### src/shared/pgwd_pkg.sv
// package: constants for the password guarded watchdog
package pgwd_pkg;
    // =========================================================
    // bus and register map
    localparam int          PGWD_ADDR_W      = 16;
    localparam int          PGWD_DATA_W      = 16;
    localparam logic [15:0] PGWD_CTL_ADDR    = 16'h0120;
    localparam logic [7:0]  PGWD_WR_KEY      = 8'h5A;
    localparam logic [7:0]  PGWD_RD_KEY      = 8'h69;
    localparam logic [7:0]  PGWD_CTL_RST     = 8'h00;
    // =========================================================
    // control field positions
    localparam int          PGWD_SEL_LSB     = 0;
    localparam int          PGWD_SEL_MSB     = 1;
    localparam int          PGWD_CLR_BIT     = 3;
    localparam int          PGWD_TMSEL_BIT   = 4;
    localparam int          PGWD_NMI_BIT     = 5;
    localparam int          PGWD_NMIES_BIT   = 6;
    localparam int          PGWD_HOLD_BIT    = 7;
    // =========================================================
    // counter
    localparam int          PGWD_CNT_W       = 16;
    localparam logic [15:0] PGWD_CNT_RST     = 16'h0000;
    localparam logic [1:0]  PGWD_RST_HOLD    = 2'h3;
endpackage
### src/hw/pgwd_top.sv
// module: password guarded watchdog and interval timer
`timescale 1ns/10ps

// What this block does
// - watchdog mode: interval end resets system
// - timer mode: interval end raises interrupt
// - hidden 16-bit up-counter, control word only
// - key 5A in high byte stores low byte
// - wrong key triggers power-up-clear reset
// - read returns 69 in high byte
// - 8-bit control setting readable and writable
// - two control bits configure nmi pin
// - control word at word address 0120
module pgwd_top (
    input  wire logic                          ref_clk,   // 50 MHz clock
    input  wire logic                          sys_rst,   // async reset
    input  wire logic [pgwd_pkg::PGWD_ADDR_W-1:0] bus_addr, // word address
    input  wire logic                          bus_wr,    // write strobe
    input  wire logic                          bus_rd,    // read strobe
    input  wire logic [pgwd_pkg::PGWD_DATA_W-1:0] bus_wdata, // write data
    output logic      [pgwd_pkg::PGWD_DATA_W-1:0] bus_rdata, // read data
    output logic                               puc_rst,   // system reset
    output logic                               irq,       // interval pulse
    output logic                               nmi_en,    // nmi pin mode
    output logic                               nmi_edge   // nmi edge select
);
    import pgwd_pkg::*;

    // =========================================================
    // state
    logic [7:0]            ctl_r,   ctl_nxt;
    logic [PGWD_CNT_W-1:0] cnt_r,   cnt_nxt;
    logic [15:0]           rdat_r,  rdat_nxt;
    logic                  puc_r,   puc_nxt;
    logic                  irq_r,   irq_nxt;
    logic [1:0]            hold_r,  hold_nxt;

    // tap position of the selected interval
    function automatic logic expired(input logic [PGWD_CNT_W-1:0] c,
                                     input logic [1:0] sel);
        unique case (sel)
            2'h0:    expired = &c[15:0];
            2'h1:    expired = &c[12:0];
            2'h2:    expired = &c[8:0];
            default: expired = &c[5:0];
        endcase
    endfunction

    // the clear-down after a power-up-clear is running
    function automatic logic clearing(input logic [1:0] h);
        clearing = h != 2'h0;
    endfunction

    logic hit, wr_sel, key_ok, wr_take, wr_bad, tick;

    // =========================================================
    // bus decode
    always_comb begin
        hit     = bus_addr == PGWD_CTL_ADDR;
        wr_sel  = bus_wr && hit;
        key_ok  = bus_wdata[15:8] == PGWD_WR_KEY;
        // keyed writes are dropped while the clear-down runs
        wr_take = wr_sel && key_ok && !clearing(hold_r);
        // any other key is a violation
        wr_bad  = wr_sel && !key_ok;
    end

    // =========================================================
    // interval detect
    always_comb begin
        // a keyed write in the same cycle wins over expiry
        tick = !clearing(hold_r)
               && !ctl_r[PGWD_HOLD_BIT]
               && !wr_take
               && expired(cnt_r, ctl_r[PGWD_SEL_MSB:PGWD_SEL_LSB]);
    end

    // =========================================================
    // control setting
    always_comb begin
        ctl_nxt = ctl_r;
        if (wr_take) begin
            ctl_nxt = bus_wdata[7:0];
            // clear request is a strobe and reads back as zero
            ctl_nxt[PGWD_CLR_BIT] = 1'b0;
        end
        // power-up-clear restores the setting
        if (clearing(hold_r)) begin
            ctl_nxt = PGWD_CTL_RST;
        end
    end

    always_ff @(posedge ref_clk or posedge sys_rst) begin
        if (sys_rst) begin
            ctl_r <= PGWD_CTL_RST;
        end else begin
            ctl_r <= ctl_nxt;
        end
    end

    // =========================================================
    // guard counter
    always_comb begin
        cnt_nxt = cnt_r;
        if (!ctl_r[PGWD_HOLD_BIT]) begin
            cnt_nxt = cnt_r + 16'h0001;
        end
        // each interval restarts from zero
        if (tick) begin
            cnt_nxt = PGWD_CNT_RST;
        end
        if (wr_take && bus_wdata[PGWD_CLR_BIT]) begin
            cnt_nxt = PGWD_CNT_RST;
        end
        if (clearing(hold_r)) begin
            cnt_nxt = PGWD_CNT_RST;
        end
    end

    always_ff @(posedge ref_clk or posedge sys_rst) begin
        if (sys_rst) begin
            cnt_r <= PGWD_CNT_RST;
        end else begin
            cnt_r <= cnt_nxt;
        end
    end

    // =========================================================
    // interval events
    always_comb begin
        irq_nxt = 1'b0;
        puc_nxt = 1'b0;
        if (tick) begin
            if (ctl_r[PGWD_TMSEL_BIT]) begin
                irq_nxt = 1'b1;
            end else begin
                puc_nxt = 1'b1;
            end
        end
        if (wr_bad) begin
            puc_nxt = 1'b1;
        end
    end

    always_ff @(posedge ref_clk or posedge sys_rst) begin
        if (sys_rst) begin
            irq_r <= 1'b0;
        end else begin
            irq_r <= irq_nxt;
        end
    end

    always_ff @(posedge ref_clk or posedge sys_rst) begin
        if (sys_rst) begin
            puc_r <= 1'b0;
        end else begin
            puc_r <= puc_nxt;
        end
    end

    // =========================================================
    // clear-down after a power-up-clear
    always_comb begin
        hold_nxt = hold_r;
        // a new violation restarts the full clear-down
        if (puc_nxt) begin
            hold_nxt = PGWD_RST_HOLD;
        end else if (clearing(hold_r)) begin
            hold_nxt = hold_r - 2'h1;
        end
    end

    always_ff @(posedge ref_clk or posedge sys_rst) begin
        if (sys_rst) begin
            hold_r <= 2'h0;
        end else begin
            hold_r <= hold_nxt;
        end
    end

    // =========================================================
    // read port
    always_comb begin
        if (bus_rd && hit) begin
            rdat_nxt = {PGWD_RD_KEY, ctl_r};
        end else begin
            rdat_nxt = 16'h0000;
        end
    end

    always_ff @(posedge ref_clk or posedge sys_rst) begin
        if (sys_rst) begin
            rdat_r <= 16'h0000;
        end else begin
            rdat_r <= rdat_nxt;
        end
    end

    // =========================================================
    // outputs
    assign bus_rdata = rdat_r;
    assign puc_rst   = puc_r;
    assign irq       = irq_r;
    assign nmi_en    = ctl_r[PGWD_NMI_BIT];
    assign nmi_edge  = ctl_r[PGWD_NMIES_BIT];

endmodule // pgwd_top

### config.mk
export PLATFORM = sky130hd
export DESIGN_NAME = pgwd_top
export DESIGN_NICKNAME = d
export VERILOG_FILES = /design/src/shared/pgwd_pkg.sv /design/src/hw/pgwd_top.sv
export SDC_FILE = /design/constraint.sdc
export NUM_CORES = 1
export LEC_CHECK = 0
export ABC_AREA = 1
export ABC_CLOCK_PERIOD_IN_PS = 2650
export BUFFER_PORTS_ARGS = -buffer_cell sky130_fd_sc_hd__buf_2
export CAP_MARGIN = 20
export CORE_ASPECT_RATIO = 0.8
export CORE_UTILIZATION = 52
export CTS_CLUSTER_DIAMETER = 120
export CTS_CLUSTER_SIZE = 8
export DETAILED_ROUTE_END_ITERATION = 7
export GPL_TIMING_DRIVEN = 1
export PLACE_DENSITY = 0.79
export SLEW_MARGIN = 20
export SYNTH_ARGS = -nofsm -noshare
export SYNTH_HDL_FRONTEND = slang
export SYNTH_SLANG_ARGS = --single-unit
### constraint.sdc
create_clock -name ref_clk -period 2.65 [get_ports ref_clk]
set_clock_uncertainty 0.1 [all_clocks]
set_input_delay 0.1325 -clock ref_clk [delete_from_list [all_inputs] [get_ports ref_clk]]
set_output_delay 0.1325 -clock ref_clk [all_outputs]
set_load 0.02 [all_outputs]
==> results.sh <==
export IMPL_numPortBuffers=50
export IMPL_drc=0
export IMPL_vias=1850
export IMPL_status="finished, final reports clean"
export IMPL_max_freq_mhz=446
export IMPL_met3_length_um=210
export IMPL_leakage_nw=1.30
export IMPL_fin_area_um2=2460
export IMPL_rows=19
export IMPL_layout_min_cycle_time_ns=2.24
export IMPL_path_clk_slew_ns=0.07
export IMPL_avgSynthCellArea_um2=7.28
export IMPL_synth_area_um2=2040
export IMPL_cts_root_buf="clkbuf_8"
export IMPL_hold_viol_final=0
export IMPL_synthCells=280
export IMPL_layout_nets=373
export IMPL_final_common_cell="nand2_1"
export IMPL_clock_latency_ns=0.28
export IMPL_synth_cell_types=26
export IMPL_wl_met1_um=2050
export IMPL_finalWirelength_um=4340
export IMPL_path_class="reg -> reg"
export IMPL_cp_max_fo=11
export IMPL_crit_path_start_kind="flop"
export IMPL_ant_nets=0
export IMPL_grt_max_degree=36
export IMPL_die_area_um2=4180
export IMPL_arrival_ns=2.36
export IMPL_ys_warn_count=0
export IMPL_worst_slack_ns=0.408
export IMPL_antenna_found_initial=0
export IMPL_start_util=0.568
export IMPL_place_congestion=0.883
export IMPL_drv_slew=0
export IMPL_dr_wl_met2_um=2020
export IMPL_ys_ff_latch=35
export IMPL_n_antenna_cell=0
export IMPL_grt_pass1_vias=1758
export IMPL_power_density_nw_per_um2=665
export IMPL_num_fill_cells=315
export IMPL_dr_max_layer_used="met4"
export IMPL_finalCritPeriodShare=0.846
export IMPL_via_per_inst=4.78
export IMPL_p_total_mw=1.64
export IMPL_clock_sinks=35
export IMPL_drt_iter0_markers=144
export IMPL_synth_compound_area_frac=0.0448
export IMPL_die_h_um=58.0
export IMPL_first_pass_iters=4
export IMPL_ir_worst_vdd_mv=0.536
export IMPL_yosysTopAreaCell="dfrtp_1"
export IMPL_maxCapViolCount=0
export IMPL_most_common_layout_cells="58 x nand2_1, 50 x buf_2, 47 x inv_1"
export IMPL_synthXorXnorAreaFrac=0.00859
export IMPL_post_place_ws_ns=0.440
export IMPL_cts_buffers=5
export IMPL_clk_path_buf_depth=2
export IMPL_grt_ovfl_total=0
export IMPL_dp_hpwl_um=3180
export IMPL_ctsHtreeMaxLevel=2
export IMPL_synth_top_family_by_area="simple AND/OR/NAND/NOR gates"
export IMPL_cts_tree="built"
export IMPL_synth_fa_ha_area_frac=0.0184
export IMPL_synth_seq_area_share=0.429
export IMPL_die_w_um=72.0
export IMPL_yosys_area_share_simple=0.356
export IMPL_worstMarginPinSlew_ns=0.521
export IMPL_muxShareOfSynthArea=0
export IMPL_cp_end_kind="flop"
export IMPL_post_dp_cell_area_um2=2280
export IMPL_setup_tns_ns=0
export IMPL_rr_worst_depth=13
export IMPL_syn_to_final_growth_pct=20.9
export IMPL_setup_viol=0
export IMPL_rsz0062_at_grt="false"
export IMPL_hold_path_depth=3
export IMPL_relSlewSlack=0.652
export IMPL_core_um2=3590
export IMPL_avgRoutedWirePerCell_um=11.2
export IMPL_track_usage=0.235
export IMPL_drive_gt1_frac=0.230
export IMPL_synthTopCellsByArea="dfrtp_1 43%, nand2_1 11%, inv_1 8.7%"
export IMPL_hold_path_class="in -> reg"
export IMPL_grt_pass1_wl_um=7470
export IMPL_worst_ep_required_time_ns=2.77
export IMPL_ioPinCount=56
export IMPL_netlist_area_leader_share=0.429
repair_timing:
action                                 4_1_cts  5_1_grt
hold buffers                                 5        0
endpoints found under the hold margin       39        0
resized for setup                            0        0
buffers inserted                             0        0
metrics by stage:
stage                     hold WS (ns)  utilization  std cells
after floorplan                  0.183            -        284
after global placement           0.148        0.636        374
after detailed placement         0.144        0.636        374
after CTS                       0.0102        0.687        387
after global routing            0.0283        0.687        387
final                           0.0166        0.687        387
cells by family after synthesis:
family / Yosys count
flops: 35
compound gates: 18
xor+xnor: 2
simple gates: 158
other cells: 1
fa+ha+maj: 3
buf+inv: 63
cells in the mapped netlist:
cell type / count
a21oi_1: 7
buf_2: 1
buf_4: 9
buf_6: 2
clkbuf_1: 2
conb_1: 1
dfrtp_1: 35
ha_1: 3
inv_1: 47
inv_2: 2
nand2_1: 58
nand2_2: 4
nand3_1: 35
nand3_2: 3
nand3b_1: 1
nand4_1: 4
nand4_2: 1
nor2_1: 40
nor2_2: 4
nor2_4: 2
nor3_1: 4
nor3_2: 1
o21ai_0: 10
o22ai_1: 1
or2_2: 1
xor2_1: 2
power breakdown:
group	total, mW	internal, mW	switching, mW
combinational	0.436	0.146	0.290
clock	0.562	0.376	0.186
sequential	0.640	0.600	0.0405
total	1.64	1.12	0.517
state kept, by name, summed over array words and instances (netlist names):
register   cells
bus_rdata      8
puc_rst        1
hold_r         2
cnt_r         16
irq            1
ctl_r          7
routing by layer:
layer | GRT usage | vias up
met5 | 0 | -
met4 | 0.0812 | 0
met3 | 0.0487 | 7
met2 | 0.396 | 64
met1 | 0.304 | 816
li1 | - | 963
layout make-up:
cell class / count / area, um2 / area share
multi-input cells: 186 / 892 / 0.362
flip-flops and latches: 35 / 876 / 0.355
repair buffers: 57 / 315 / 0.128
inverters: 49 / 184 / 0.0746
clock buffers: 6 / 72.6 / 0.0294
well taps: 52 / 65.1 / 0.0264
clock inverters: 2 / 60.1 / 0.0244
final timing paths:
path / start / endpoint / slack, ns
max: cnt_r[0] / cnt_r[13] / 0.41
min: bus_wdata[7] / ctl_r[7] / 0.02
max reg2reg: cnt_r[0] / cnt_r[13] / 0.41
min reg2reg: ctl_r[2] / bus_rdata[2] / 0.40
max in group asynchronous: sys_rst / hold_r[0] / 1.74
min in group asynchronous: sys_rst / bus_rdata[2] / 0.40
critical path: stages, from the launching register on:
cell and delay, ns:
dfrtp_1 0.41, ha_1 0.25, nand3_2 0.11, inv_2 0.05, nand2_2 0.09, nor2_1 0.07, ha_1 0.18, o21ai_0 0.20
nand3_2 0.12, nand4_2 0.11, nand2_2 0.17, inv_1 0.17, nand2_1 0.07, nor2_1 0.10
Note: power is estimated with default switching activity, not from simulation.
